### src/inc/ite_pkg.sv
/*
 * ite_pkg: shared constants of the i2c target engine.
 * assumes: used only as ite_pkg::name, never imported.
 */
package ite_pkg;
	localparam logic [1:0] MODE_I2C      = 2'h3;       // mode select code for i2c operation
	localparam logic [7:0] GEN_CALL_ADDR = 8'h00;      // general call address byte
	localparam logic [4:0] TEN_PREFIX    = 5'h1e;      // 11110b lead of a 10-bit first byte
	localparam logic [1:0] ASTP_BYTECNT  = 2'h2;       // auto stop driven by byte count
	localparam int         DATA_W        = 8;          // one i2c byte
	localparam int         FIFO_DEPTH    = 16;         // transmit buffering words
	localparam int         OA_W          = 10;         // own address width
	localparam int         BRW_W         = 16;         // bit-rate divider width
	localparam int         BCNT_W        = 8;          // byte count threshold width
	localparam logic [3:0] BIT_LAST      = 4'h7;       // index of the last bit of a byte
	localparam logic [3:0] BIT_DONE      = 4'h8;       // all eight bits sampled

	// gray codes along receive and transmit paths
	typedef enum logic [3:0] {
		ITE_IDLE    = 4'h0,
		ITE_ADDR    = 4'h1,
		ITE_ACK     = 4'h3,
		ITE_RX      = 4'h2,
		ITE_RX_HOLD = 4'h6,
		ITE_TX      = 4'h7,
		ITE_TX_ACK  = 4'h5,
		ITE_WAIT_TX = 4'h4,
		ITE_IGNORE  = 4'hc
	} ite_state_t;
endpackage

### src/hdl/ite_top.sv
/*
 * ite_fifo and ite_top: i2c target engine with a transmit fifo.
 * assumes: scl/sda are open-drain pins resolved outside from the *_oe
 * outputs; all control inputs come from logic on sys_clk.
 */
// Functional notes
// RL1 - target only in i2c sync non-master mode
// RL2 - direction starts cleared, then follows R/W
// RL3 - match own address, 7 or 10 bit
// RL4 - general call only when enabled
// RL5 - after start, match address, flag start
// RL6 - read match: transmit, msb first on sda
// RL7 - read: direction, tx request, stretch, ack
// RL8 - tx request on every buffer to shifter
// RL9 - after master ack, next byte or stretch
// RL10 - tx nack+stop flags stop, restart readdresses
// RL11 - write match: receive, flag, auto ack
// RL12 - unread byte stretches scl until read
// RL13 - send nack bit nacks next ack cycle
// RL14 - nack while stretched: release, overwrite buffer
// RL15 - rx stop flags stop, restart readdresses
// RL16 - 10-bit full address: receive, start flag
// RL17 - 10-bit restart read: start flag, transmit
// RL18 - software configures only under software reset
// RL19 - bit rate is clock over divider
// RL20 - byte count threshold with auto stop
// RL21 - request per byte received or asked
// RL22 - software reset stops, releases, clears flags
// RL23 - busy set on start, cleared on stop
// RL24 - 10-bit first byte prefix, top bits
// RL25 - no match: no ack, ignore till start
`timescale 1ns/1ps

module ite_fifo #(
	parameter int WIDTH = 8,
	parameter int DEPTH = 16
) (
	input  wire logic             sys_clk,
	input  wire logic             rst,
	input  wire logic             flush,
	input  wire logic             in_valid,
	output logic                  in_ready,
	input  wire logic [WIDTH-1:0] in_data,
	output logic                  out_valid,
	input  wire logic             out_ready,
	output logic      [WIDTH-1:0] out_data
);
	localparam int AW = $clog2(DEPTH);

	logic [WIDTH-1:0] mem_q [DEPTH];
	logic [AW-1:0]    wr_q;
	logic [AW-1:0]    rd_q;
	logic [AW:0]      cnt_q;
	logic             push;
	logic             pop;

	// honest full/empty from the occupancy count
	assign in_ready  = (cnt_q != (AW+1)'(DEPTH));
	assign out_valid = (cnt_q != '0);
	assign out_data  = mem_q[rd_q];
	assign push      = in_valid && in_ready;
	assign pop       = out_valid && out_ready;

	// storage, written only on accepted pushes
	always_ff @(posedge sys_clk) begin
		if (push) begin
			mem_q[wr_q] <= in_data;
		end
	end

	// pointers and count; flush drops everything held
	always_ff @(posedge sys_clk) begin
		if (rst || flush) begin
			wr_q  <= '0;
			rd_q  <= '0;
			cnt_q <= '0;
		end else begin
			if (push) begin
				wr_q <= (wr_q == AW'(DEPTH-1)) ? '0 : wr_q + 1'b1;
			end
			if (pop) begin
				rd_q <= (rd_q == AW'(DEPTH-1)) ? '0 : rd_q + 1'b1;
			end
			if (push && !pop) begin
				cnt_q <= cnt_q + 1'b1;
			end else if (pop && !push) begin
				cnt_q <= cnt_q - 1'b1;
			end
		end
	end
endmodule // ite_fifo

module ite_top #(
	parameter int TX_DEPTH = ite_pkg::FIFO_DEPTH
) (
	input  wire logic                        sys_clk,
	input  wire logic                        rst,
	input  wire logic                        scl_i,
	output logic                             scl_o,
	output logic                             scl_oe,
	input  wire logic                        sda_i,
	output logic                             sda_o,
	output logic                             sda_oe,
	input  wire logic                        software_reset_bit,
	input  wire logic [1:0]                  mode_select_field,
	input  wire logic                        sync_mode_bit,
	input  wire logic                        master_select_bit,
	input  wire logic [ite_pkg::OA_W-1:0]    own_address_reg0,
	input  wire logic                        own_address_width_bit,
	input  wire logic                        general_call_enable,
	input  wire logic                        send_nack_bit,
	input  wire logic [ite_pkg::BRW_W-1:0]   bit_rate_divider,
	input  wire logic [ite_pkg::BCNT_W-1:0]  byte_count_threshold,
	input  wire logic [1:0]                  auto_stop_field,
	input  wire logic [ite_pkg::DATA_W-1:0]  transmit_buffer,
	input  wire logic                        tx_valid,
	output logic                             tx_ready,
	output logic      [ite_pkg::DATA_W-1:0]  receive_buffer,
	input  wire logic                        receive_read,
	input  wire logic                        start_clear,
	input  wire logic                        stop_clear,
	input  wire logic                        tx_request_clear,
	output logic                             start_detect_flag,
	output logic                             stop_detect_flag,
	output logic                             transmit_request_flag,
	output logic                             receive_flag,
	output logic                             bus_busy_flag,
	output logic                             transfer_direction_bit,
	output logic                             bit_rate_tick,
	output logic                             byte_count_hit
);
	ite_pkg::ite_state_t             st_q;
	ite_pkg::ite_state_t             next_q;
	logic [3:0]                      cnt_q;
	logic [ite_pkg::DATA_W-1:0]      sr_q;
	logic                            ack_low_q;
	logic                            wait_addr_q;
	logic                            second_q;
	logic                            ten_ok_q;
	logic                            active_q;
	logic                            set_start_q;
	logic                            set_rx_q;
	logic                            nack_used_q;
	logic                            nack_pend_q;
	logic                            scl_s1_q, scl_s2_q, scl_p_q;
	logic                            sda_s1_q, sda_s2_q, sda_p_q;
	logic                            scl_rise, scl_fall, bus_start, bus_stop;
	logic                            enabled;
	logic                            tx_pop;
	logic                            sda_d;
	logic                            fifo_valid;
	logic [ite_pkg::DATA_W-1:0]      fifo_data;
	logic [ite_pkg::BRW_W-1:0]       div_q;
	logic [ite_pkg::BCNT_W-1:0]      bytes_q;

	// first byte of a 10-bit address aimed at us
	function automatic logic ten_first(input logic [7:0] b, input logic [9:0] oa);
		ten_first = (b[7:3] == ite_pkg::TEN_PREFIX) && (b[2:1] == oa[9:8]); // see RL24
	endfunction

	// open-drain pins only ever pull low
	assign scl_o   = 1'b0;
	assign sda_o   = 1'b0;
	assign enabled = (mode_select_field == ite_pkg::MODE_I2C) && sync_mode_bit
	                 && !master_select_bit && !software_reset_bit; // see RL1 see RL18

	// two-flop synchronisers, then a third stage for edge detection
	always_ff @(posedge sys_clk) begin
		if (rst) begin
			scl_s1_q <= 1'b1;
			scl_s2_q <= 1'b1;
			scl_p_q  <= 1'b1;
			sda_s1_q <= 1'b1;
			sda_s2_q <= 1'b1;
			sda_p_q  <= 1'b1;
		end else begin
			scl_s1_q <= scl_i;
			scl_s2_q <= scl_s1_q;
			scl_p_q  <= scl_s2_q;
			sda_s1_q <= sda_i;
			sda_s2_q <= sda_s1_q;
			sda_p_q  <= sda_s2_q;
		end
	end

	assign scl_rise  = scl_s2_q && !scl_p_q;
	assign scl_fall  = !scl_s2_q && scl_p_q;
	assign bus_start = scl_s2_q && scl_p_q && sda_p_q && !sda_s2_q;
	assign bus_stop  = scl_s2_q && scl_p_q && !sda_p_q && sda_s2_q;

	// buffer to shifter moves: stalled-and-now-ready, or ack seen with data waiting
	assign tx_pop = enabled && fifo_valid && ((st_q == ite_pkg::ITE_WAIT_TX)
	                || (st_q == ite_pkg::ITE_TX_ACK && scl_fall && !ack_low_q));

	ite_fifo #(
		.WIDTH (ite_pkg::DATA_W),
		.DEPTH (TX_DEPTH)
	) u_tx_fifo (
		.sys_clk   (sys_clk),
		.rst       (rst),
		.flush     (software_reset_bit),
		.in_valid  (tx_valid),
		.in_ready  (tx_ready),
		.in_data   (transmit_buffer),
		.out_valid (fifo_valid),
		.out_ready (tx_pop),
		.out_data  (fifo_data)
	);

	// bus busy watches the wire regardless of our own mode
	always_ff @(posedge sys_clk) begin
		if (rst) begin
			bus_busy_flag <= 1'b0;
		end else if (bus_start) begin
			bus_busy_flag <= 1'b1; // see RL23
		end else if (bus_stop) begin
			bus_busy_flag <= 1'b0; // see RL23
		end
	end

	// byte-level state machine; in tx_ack, ack_low_q holds the master's nack
	always_ff @(posedge sys_clk) begin
		if (rst || !enabled) begin
			st_q                   <= ite_pkg::ITE_IDLE; // see RL22
			next_q                 <= ite_pkg::ITE_IDLE;
			cnt_q                  <= '0;
			sr_q                   <= '0;
			ack_low_q              <= 1'b0;
			wait_addr_q            <= 1'b0;
			second_q               <= 1'b0;
			ten_ok_q               <= 1'b0;
			active_q               <= 1'b0;
			set_start_q            <= 1'b0;
			set_rx_q               <= 1'b0;
			nack_used_q            <= 1'b0;
			transfer_direction_bit <= 1'b0; // see RL2
			if (rst) begin
				receive_buffer <= '0;
			end
		end else begin
			set_start_q <= 1'b0;
			set_rx_q    <= 1'b0;
			nack_used_q <= 1'b0;
			if (bus_stop) begin
				st_q     <= ite_pkg::ITE_IDLE; // see RL10 see RL15
				active_q <= 1'b0;
				ten_ok_q <= 1'b0;
			end else if (bus_start) begin
				st_q     <= ite_pkg::ITE_ADDR; // see RL5 see RL10 see RL15
				cnt_q    <= '0;
				second_q <= 1'b0;
			end else begin
				case (st_q)
					ite_pkg::ITE_ADDR: begin
						if (scl_rise && cnt_q != ite_pkg::BIT_DONE) begin
							sr_q  <= {sr_q[6:0], sda_s2_q};
							cnt_q <= cnt_q + 1'b1;
						end else if (scl_fall && cnt_q == ite_pkg::BIT_DONE) begin
							cnt_q     <= '0;
							ack_low_q <= 1'b1;
							if (second_q) begin
								if (sr_q == own_address_reg0[7:0]) begin
									ten_ok_q               <= 1'b1;
									active_q               <= 1'b1;
									set_start_q            <= 1'b1; // see RL16
									transfer_direction_bit <= 1'b0;
									st_q                   <= ite_pkg::ITE_ACK;
									next_q                 <= ite_pkg::ITE_RX;
								end else begin
									st_q <= ite_pkg::ITE_IGNORE; // see RL25
								end
							end else if (general_call_enable && sr_q == ite_pkg::GEN_CALL_ADDR) begin
								active_q               <= 1'b1; // see RL4
								set_start_q            <= 1'b1;
								transfer_direction_bit <= 1'b0;
								st_q                   <= ite_pkg::ITE_ACK;
								next_q                 <= ite_pkg::ITE_RX;
							end else if (!own_address_width_bit && sr_q[7:1] == own_address_reg0[6:0]) begin
								active_q               <= 1'b1; // see RL3 see RL5
								set_start_q            <= 1'b1;
								transfer_direction_bit <= sr_q[0]; // see RL6 see RL7 see RL11
								st_q                   <= sr_q[0] ? ite_pkg::ITE_WAIT_TX : ite_pkg::ITE_ACK;
								next_q                 <= ite_pkg::ITE_RX;
								wait_addr_q            <= 1'b1;
							end else if (own_address_width_bit && ten_first(sr_q, own_address_reg0)) begin
								if (!sr_q[0]) begin
									second_q <= 1'b1; // see RL3
									st_q     <= ite_pkg::ITE_ACK;
									next_q   <= ite_pkg::ITE_ADDR;
								end else if (ten_ok_q) begin
									set_start_q            <= 1'b1; // see RL17
									transfer_direction_bit <= 1'b1;
									wait_addr_q            <= 1'b1;
									st_q                   <= ite_pkg::ITE_WAIT_TX;
								end else begin
									st_q <= ite_pkg::ITE_IGNORE;
								end
							end else begin
								st_q <= ite_pkg::ITE_IGNORE; // see RL25
							end
						end
					end
					ite_pkg::ITE_ACK: begin
						// ack/nack bit stands until the ninth clock falls
						if (scl_fall) begin
							st_q  <= next_q;
							cnt_q <= '0;
							if (next_q == ite_pkg::ITE_ADDR || next_q == ite_pkg::ITE_RX) begin
								second_q <= (next_q == ite_pkg::ITE_ADDR);
							end
						end
					end
					ite_pkg::ITE_RX: begin
						if (scl_rise && cnt_q != ite_pkg::BIT_DONE) begin
							sr_q  <= {sr_q[6:0], sda_s2_q};
							cnt_q <= cnt_q + 1'b1;
						end else if (scl_fall && cnt_q == ite_pkg::BIT_DONE) begin
							if (receive_flag && !nack_pend_q) begin
								st_q <= ite_pkg::ITE_RX_HOLD; // see RL12
							end else begin
								receive_buffer <= sr_q; // see RL11 see RL13
								set_rx_q       <= 1'b1; // see RL21
								ack_low_q      <= !nack_pend_q;
								nack_used_q    <= nack_pend_q;
								st_q           <= ite_pkg::ITE_ACK;
								next_q         <= ite_pkg::ITE_RX;
							end
						end
					end
					ite_pkg::ITE_RX_HOLD: begin
						// a nack request overrides the stall and drops the unread byte
						if (!receive_flag || nack_pend_q) begin
							receive_buffer <= sr_q; // see RL12 see RL14
							set_rx_q       <= 1'b1;
							ack_low_q      <= !nack_pend_q;
							nack_used_q    <= nack_pend_q;
							st_q           <= ite_pkg::ITE_ACK;
							next_q         <= ite_pkg::ITE_RX;
						end
					end
					ite_pkg::ITE_WAIT_TX: begin
						if (fifo_valid) begin
							sr_q        <= fifo_data; // see RL7 see RL9
							cnt_q       <= '0;
							wait_addr_q <= 1'b0;
							ack_low_q   <= 1'b1;
							st_q        <= wait_addr_q ? ite_pkg::ITE_ACK : ite_pkg::ITE_TX;
							next_q      <= ite_pkg::ITE_TX;
						end
					end
					ite_pkg::ITE_TX: begin
						// bits change only after the master's falling edge
						if (scl_fall) begin
							if (cnt_q == ite_pkg::BIT_LAST) begin
								st_q <= ite_pkg::ITE_TX_ACK;
							end else begin
								sr_q  <= {sr_q[6:0], 1'b0}; // see RL6
								cnt_q <= cnt_q + 1'b1;
							end
						end
					end
					ite_pkg::ITE_TX_ACK: begin
						if (scl_rise) begin
							ack_low_q <= sda_s2_q;
						end else if (scl_fall) begin
							cnt_q <= '0;
							if (ack_low_q) begin
								st_q <= ite_pkg::ITE_IGNORE; // see RL10
							end else if (fifo_valid) begin
								sr_q <= fifo_data; // see RL9
								st_q <= ite_pkg::ITE_TX;
							end else begin
								st_q <= ite_pkg::ITE_WAIT_TX; // see RL9
							end
						end
					end
					default: begin
					end
				endcase
			end
		end
	end

	// pin drives registered so they never glitch; a stretch outlasts a data change by a cycle
	assign sda_d = (st_q == ite_pkg::ITE_ACK && ack_low_q) || (st_q == ite_pkg::ITE_TX && !sr_q[7]);
	always_ff @(posedge sys_clk) begin
		if (rst || !enabled) begin
			sda_oe <= 1'b0; // see RL22
			scl_oe <= 1'b0;
		end else begin
			sda_oe <= sda_d;
			scl_oe <= (st_q == ite_pkg::ITE_RX_HOLD) || (st_q == ite_pkg::ITE_WAIT_TX)
			          || (scl_oe && sda_oe != sda_d); // see RL7 see RL12
		end
	end

	// pending nack request; a fresh request wins over the clear
	always_ff @(posedge sys_clk) begin
		if (rst || software_reset_bit) begin
			nack_pend_q <= 1'b0;
		end else if (send_nack_bit) begin
			nack_pend_q <= 1'b1; // see RL13 see RL14
		end else if (nack_used_q) begin
			nack_pend_q <= 1'b0;
		end
	end

	// sticky event flags: set beats clear, software reset wipes them
	always_ff @(posedge sys_clk) begin
		if (rst || software_reset_bit) begin
			start_detect_flag <= 1'b0; // see RL22
		end else if (set_start_q) begin
			start_detect_flag <= 1'b1; // see RL5
		end else if (start_clear) begin
			start_detect_flag <= 1'b0;
		end
	end

	always_ff @(posedge sys_clk) begin
		if (rst || software_reset_bit) begin
			stop_detect_flag <= 1'b0;
		end else if (enabled && bus_stop && active_q) begin
			stop_detect_flag <= 1'b1; // see RL10 see RL15
		end else if (stop_clear) begin
			stop_detect_flag <= 1'b0;
		end
	end

	always_ff @(posedge sys_clk) begin
		if (rst || software_reset_bit) begin
			transmit_request_flag <= 1'b0;
		end else if (tx_pop || st_q == ite_pkg::ITE_WAIT_TX) begin
			transmit_request_flag <= 1'b1; // see RL7 see RL8 see RL21
		end else if (tx_request_clear) begin
			transmit_request_flag <= 1'b0;
		end
	end

	always_ff @(posedge sys_clk) begin
		if (rst || software_reset_bit) begin
			receive_flag <= 1'b0;
		end else if (set_rx_q) begin
			receive_flag <= 1'b1; // see RL11 see RL21
		end else if (receive_read) begin
			receive_flag <= 1'b0;
		end
	end

	// bit-rate divider on the only clock, live in controller mode
	always_ff @(posedge sys_clk) begin
		if (rst || software_reset_bit || !master_select_bit || bit_rate_divider == '0) begin
			div_q         <= '0;
			bit_rate_tick <= 1'b0;
		end else if (div_q >= bit_rate_divider - 1'b1) begin
			div_q         <= '0; // see RL19
			bit_rate_tick <= 1'b1;
		end else begin
			div_q         <= div_q + 1'b1;
			bit_rate_tick <= 1'b0;
		end
	end

	// frame byte counter against the threshold when auto stop uses it
	always_ff @(posedge sys_clk) begin
		if (rst || software_reset_bit || bus_start) begin
			bytes_q        <= '0;
			byte_count_hit <= 1'b0;
		end else begin
			if (set_rx_q || tx_pop) begin
				bytes_q <= bytes_q + 1'b1;
			end
			byte_count_hit <= (auto_stop_field == ite_pkg::ASTP_BYTECNT)
			                  && (bytes_q == byte_count_threshold) && (byte_count_threshold != '0); // see RL20
		end
	end
endmodule // ite_top

### config.mk
export PLATFORM = sky130hd
export DESIGN_NAME = ite_top
export DESIGN_NICKNAME = d
export VERILOG_FILES = /design/src/inc/ite_pkg.sv /design/src/hdl/ite_top.sv
export SDC_FILE = /design/constraint.sdc
export NUM_CORES = 1
export LEC_CHECK = 0
export BUFFER_PORTS_ARGS = -buffer_cell sky130_fd_sc_hd__buf_2
export CORE_ASPECT_RATIO = 1.1
export CORE_MARGIN = 2
export CORE_UTILIZATION = 50
export DETAILED_ROUTE_END_ITERATION = 8
export GPL_ROUTABILITY_DRIVEN = 0
export GPL_TIMING_DRIVEN = 0
export PLACE_DENSITY = 0.68
export SLEW_MARGIN = 20
export SYNTH_ARGS = -nofsm -noshare
export SYNTH_HDL_FRONTEND = slang
export SYNTH_SLANG_ARGS = --single-unit
### constraint.sdc
create_clock -name sys_clk -period 3.66 [get_ports sys_clk]
set_clock_uncertainty 0.05 [all_clocks]
set_input_delay 0.732 -clock sys_clk [delete_from_list [all_inputs] [get_ports sys_clk]]
set_output_delay 0.732 -clock sys_clk [all_outputs]
set_load 0.01 [all_outputs]
==> results of run 1 <==
report_power, final:
part / total (W) / internal [W] / switching (W)
logic: 0.000227 / 0.0000948 / 0.000132
clock network: 0.00236 / 0.00144 / 0.000915
registers: 0.00267 / 0.00266 / 0.0000112
state kept, by name, indices dropped and copies added (netlist names), 3 cells and up, named ones only:
signal	flops
bytes_q	8
u_tx_fifo.mem_q	128
u_tx_fifo.rd_q	4
u_tx_fifo.cnt_q	5
u_tx_fifo.wr_q	4
cnt_q	4
next_q	3
receive_buffer	8
sr_q	8
div_q	16
st_q	4
placed cells by master, fill, tap and decap left out, types with 14 or more instances in the layout:
| cell | synthesis | layout |
|---|---|---|
| edfxtp_1 | 136 | 136 |
| buf_2 | 13 | 91 |
| dfxtp_1 | 85 | 85 |
| nand2_1 | 75 | 74 |
| nor2_1 | 71 | 71 |
| a21oi_1 | 57 | 56 |
| mux4_2 | 39 | 39 |
| xnor2_1 | 35 | 35 |
| xor2_1 | 32 | 32 |
| clkbuf_1 | 23 | 31 |
| ha_1 | 30 | 30 |
| inv_1 | 24 | 24 |
| o21ai_0 | 24 | 24 |
| clkbuf_16 | 0 | 24 |
| nor3_1 | 22 | 18 |
| nand3_1 | 18 | 18 |
| a31oi_1 | 17 | 17 |
| nand2b_1 | 16 | 16 |
| a21o_1 | 14 | 14 |
path summary, 6_finish.rpt:
path	slack (ns)	startpoint	depth (start not counted)	endpoint
worst max-delay path	0.31	bit_rate_divider[5]	13	div_q[7]$_SDFF_PP0_
worst min-delay path	0.36	scl_i	2	scl_s1_q$_SDFF_PP1_
worst max register to register	0.31	st_q[0]$_SDFFE_PP0P_	14	u_tx_fifo.cnt_q[4]$_SDFFE_PP0P_
worst min register to register	0.36	scl_s1_q$_SDFF_PP1_	1	scl_s2_q$_SDFF_PP1_
worst max-delay path, cell delays in order:
cell,delay (ns)
buf_2,0.11
nor4_1,0.37
nand2_1,0.17
or4_1,0.51
nor4_1,0.29
xnor2_1,0.12
ha_1,0.19
a21o_1,0.17
a21o_1,0.18
a21oi_2,0.24
o2111ai_4,0.22
clkbuf_2,0.26
a21oi_1,0.18
layer usage:
layer / vias up / track usage [%]
met1: 3475 / 26.8
met4: 0 / 6.67
met5: - / 0
li1: 3465 / -
met3: 41 / 2.98
met2: 193 / 34.4
layout make-up:
| class | count | area (um2) |
|---|---|---|
| Sequential cell | 221 | 5790 |
| Fill cell | 1728 | 8580 |
| Clock buffer | 34 | 648 |
| Tap cell | 256 | 320 |
| Buffer | 45 | 213 |
| Inverter | 25 | 93.8 |
| Clock inverter | 7 | 121 |
| Timing Repair Buffer | 78 | 390 |
| Multi-Input combinational cell | 586 | 4430 |
logic make-up after synthesis:
kind of cell,synth area share [%]
xor+xnor,5.61
simple gates,14.1
compound gates,9.48
mux,8.79
flops,55.3
buf+inv,2.92
fa+ha+maj,3.78
other cells,0.0358
through the flow:
stage / std cells / worst slack (ns) / util [%]
2_1_floorplan: 877 / 0.262 / -
3_3_place_gp: 1211 / -0.403 / 54.3
3_5_place_dp: 1211 / -0.460 / 54.4
4_1_cts: 1252 / 0.0555 / 58.2
5_1_grt: 1252 / -0.00748 / 58.3
6_report: 1252 / 0.307 / 58.3
repair_timing:
action,in CTS,in global routing
setup endpoints to repair,0,12
gates resized for setup,0,7
endpoints found under the hold margin,0,0
==> run_results.csv, run 1 <==
group,metric,value,unit
yosys,yosysWarnings,0,
yosys,ys.flop_type,"edfxtp_1",
timing,hold_slack,0.355,ns
floorplan,die_w,142,um
yosys,yosys.area.top_type_share,39.0,%
timing,max_freq,0.298,GHz
yosys,synth_top_cell_by_area,"edfxtp_1",
floorplan,dieArea,22100,um2
yosys,synthDistinctLibCells,74,
pwr,p_leak,4.30,nW
yosys,ys_seq_area_share,55.3,%
yosys,synth-edff-count,136,
timing,relSlewSlack,42.6,%
cts,worst_skew_pair.late_latency,0.51,ns
grt,grt_max_degree,17,
yosys,syn_area,10500,um2
routing,wl_met1,9.92,mm
place,dpl_cell_area,11200,um2
routing,viasPerCell,5.73,
floorplan,rows,55,
cts,cts_setup_buffers,0,
cts,clock-sinks,221,
yosys,synth_area_per_cell,11.9,um2
yosys,yosys-top-cells-area,"edfxtp_1 39%, dfxtp_1 16%, mux4_2 8.4%, ha_1 3.6%, xnor2_1 2.9%",
timing,worstMarginPinSlew,0.856,ns
cts,path_clk_slew,0.06,ns
routing,ant_nets,0,
place,hpwl,15.9,mm
grt,grt_pass1_wl,35.4,mm
setup_path,crit_required,4.05,ns
floorplan,boundaryPins,82,
grt,grt_antenna_before_repair,0,
setup_path,crit_type,"in2reg",
timing,post-route-min-period,3.35,ns
setup_path,critical_path_arrival,3.74,ns
cts,cts_tree,"built",
cts,hold_buffers,0,
yosys,ys_ff_latch,221,
yosys,postSynthCellCount,876,
floorplan,die_y,156,um
routing,drt-wirelength-per-cell,17.8,um
yosys,synthArstFlopShare,0,%
final_layout,nets,1073,
routing,routed_wl,22.3,mm
final_layout,area_growth,14.7,%
yosys,yosysMostFrequentCell,"edfxtp_1",
timing,finalCritPeriodShare,91.6,%
grt,grt-ovfl-total,0,
final_layout,fin_area,12000,um2
grt,grt_pass1_vias,6885,
pwr,ir_drop,0.319,mV
routing,wl_met3,984,um
cts,cts_buffer_depth,3,
timing,finalSetupViolCount,0,
floorplan,initial_core_util,50.8,%
timing,fin_setup_tns,0,ns
setup_path,crit_fanout,10,
setup_path,start_kind,"input pin",
timing,hold_viol_final,0,
cts,numCtsBuffers,24,
status,outcome,"finished, final reports clean",
routing,dr.pass1.iters,5,
routing,vias,7174,
routing,dr.first_iter.drc_count,485,
run,drv_cap,0,
grt,grt_use_total,20.2,%
final_layout,diodes,0,
cts,root_buffer,"clkbuf_16",
floorplan,core-area,20600,um2
timing,drv_slew,0,
routing,drc,0,
routing,route.met2.wl,10.9,mm
place,io_buffers,78,
pwr,p_total,0.00525,W
final_layout,drive_gt1_share,20.0,%
yosys,synth_common_cells,"136 x edfxtp_1, 85 x dfxtp_1, 75 x nand2_1, 71 x nor2_1, 57 x a21oi_1",
hold_path,min_path_type,"in2reg",
setup_path,endpoint_kind,"flip-flop",
cts,htreeDepth,1,
pwr,power.density,438,nW/um2
routing,routed.top_layer,"met4",
Note: power is estimated with default switching activity, not from simulation.
==> run 2, diff against run 1 <==
Clock period 3.66 ns to 3.3 ns, I/O delays scaled along.
==> run 2 against run 1 <==
  * Core utilization increased by 0.48 points
  * Die area unchanged
  * Sequential share of layout area decreased by 0.39 points
  * First-iteration DRC count decreased by 5.6%
  * Setup slack got worse by 0.15 ns
  * Sequential cell count unchanged
  * Register-to-register slack got worse by 0.15 ns
  * Global-route usage increased by 0.23 points
  * Wire length increased by 2.1%
  * Cell count increased by 0.64%
  * Non-clock buffer count increased by 5
  * Critical endpoint is now u_tx_fifo.cnt_q[4]$_SDFFE_PP0P_
==> run_results.csv, run 2 (synthesis results as in run 1) <==
group,metric,value,unit
routing,drt-wirelength-per-cell,18.1,um
routing,dr.pass1.iters,5,
floorplan,die_w,142,um
final_layout,nets,1078,
cts,cts_tree,"built",
timing,hold_viol_final,0,
cts,htreeDepth,1,
final_layout,final_common_cell,"edfxtp_1",
final_layout,seq_area,5790,um2
floorplan,dieArea,22100,um2
routing,ant_nets,0,
routing,dr.first_iter.drc_count,458,
grt,grt_use_total,20.5,%
hold_path,min_path_type,"in2reg",
place,hpwl,16.1,mm
grt,grt_max_degree,17,
timing,relSlewSlack,44.9,%
cts,root_buffer,"clkbuf_16",
final_layout,fillers,1702,
timing,drv_slew,0,
routing,routed_wl,22.8,mm
setup_path,crit_type,"reg2reg",
setup_path,critPathLaunch,"st_q[0]$_SDFFE_PP0P_",
pwr,ir_drop,0.321,mV
grt,grt-ovfl-total,0,
cts,worst_skew_pair.late_latency,0.52,ns
floorplan,core-area,20600,um2
status,outcome,"finished, final reports clean",
pwr,p_leak,4.33,nW
grt,grt_pass1_wl,36.4,mm
setup_path,critical_path_arrival,3.54,ns
setup_path,critical_path.endpoint,"u_tx_fifo.cnt_q[4]$_SDFFE_PP0P_",
cts,hold_buffers,0,
cts,numCtsBuffers,24,
hold_path,hp-start,"scl_i",
setup_path,reg2reg_to,"u_tx_fifo.cnt_q[4]$_SDFFE_PP0P_",
setup_path,r2r-start,"st_q[0]$_SDFFE_PP0P_",
cts,path_clk_slew,0.06,ns
final_layout,multi_input_area,4480,um2
final_layout,most-common-layout-cells,"136 x edfxtp_1, 92 x buf_2, 85 x dfxtp_1, 73 x nand2_1, 71 x nor2_1",
timing,finalSetupViolCount,0,
timing,post-route-min-period,3.15,ns
setup_path,crit_fanout,10,
cts,cts_buffer_depth,3,
routing,viasPerCell,5.77,
timing,timing.final.ws_setup,0.153,ns
final_layout,area_growth,15.6,%
cts,clock-sinks,221,
floorplan,boundaryPins,82,
routing,vias,7273,
final_layout,drive_gt1_share,21.8,%
final_layout,diodes,0,
floorplan,initial_core_util,50.8,%
place,dp_slack,-0.574,ns
final_layout,largest_register_ffs,128,
timing,max_freq,0.318,GHz
timing,worstMarginPinSlew,0.822,ns
final_layout,largest_register,"u_tx_fifo.mem_q",
floorplan,die_y,156,um
pwr,power.density,482,nW/um2
floorplan,rows,55,
routing,drc,0,
grt,grt_antenna_before_repair,0,
setup_path,r2r_slack,0.15,ns
setup_path,endpoint_kind,"flip-flop",
final_layout,largestRegisters,"u_tx_fifo.mem_q (128), div_q (16)",
grt,grt_pass1_vias,7101,
pwr,p_total,0.00583,W
setup_path,reg2regPathDepth,14,
place,io_buffers,78,
run,drv_cap,0,
timing,finalCritPeriodShare,95.4,%
setup_path,crit_required,3.69,ns
setup_path,start_kind,"flip-flop",
run 2: metal layers:
| metal | wire length, um | global-route usage (%) |
|---|---|---|
| met5 | 0 | 0 |
| met4 | 465 | 6.19 |
| met3 | 1350 | 3.01 |
| met2 | 11300 | 35.5 |
| met1 | 9650 | 26.8 |
run 2: metrics by stage:
stage / util (%) / cell area (um2) / TNS (ns) / std cells / hold WS (ns)
2_1_floorplan: - / 10500 / 0 / 877 / 0.339
6_report: 58.8 / 12100 / 0 / 1260 / 0.277
3_3_place_gp: 54.4 / 11200 / -7.14 / 1211 / 0.342
3_5_place_dp: 54.5 / 11200 / -8.15 / 1211 / 0.347
5_1_grt: 58.8 / 12100 / -0.00806 / 1260 / 0.261
4_1_cts: 58.3 / 12000 / 0 / 1255 / 0.262
run 2: timing repair:
item / 4_1_cts / 5_1_grt
setup endpoints to repair: 11 / 19
buffers inserted: 0 / 5
resized for setup: 5 / 13
gates cloned: 0 / 0
pin swaps: 0 / 4
run 2: worst min-delay path by stage:
stage / end / cells after the start
after floorplan: scl_s2_q$_SDFF_PP1_ / 1
after global placement: scl_s2_q$_SDFF_PP1_ / 1
after detailed placement: sda_s2_q$_SDFF_PP1_ / 1
after CTS: scl_s1_q$_SDFF_PP1_ / 2
after global routing: scl_s1_q$_SDFF_PP1_ / 2
final: scl_s1_q$_SDFF_PP1_ / 2
run 2: worst max-delay path: stages (launching register included):
cell     delay, ns
dfxtp_1       0.29
buf_2         0.18
or4b_4        0.58
o31ai_2       0.10
and3_1        0.20
buf_4         0.14
inv_1         0.09
ha_2          0.21
inv_2         0.11
ha_4          0.22
a21o_1        0.19
a21oi_2       0.15
xnor2_1       0.09
or3_1         0.32
a21oi_1       0.14
run 2: area by class of cell:
class / count / area share (%)
buffer: 45 / 1.77
tap: 256 / 2.65
multi-input combinational: 586 / 37.1
sequential: 221 / 47.8
timing repair buffer: 83 / 3.54
clock buffer: 29 / 5.20
clock inverter: 15 / 1.17
inverter: 25 / 0.776
run 2: power by group:
group / switching, W / internal [W]
Sequential: 0.0000140 / 0.00295
Combinational: 0.000153 / 0.000111
Clock: 0.00108 / 0.00152
Total: 0.00125 / 0.00458
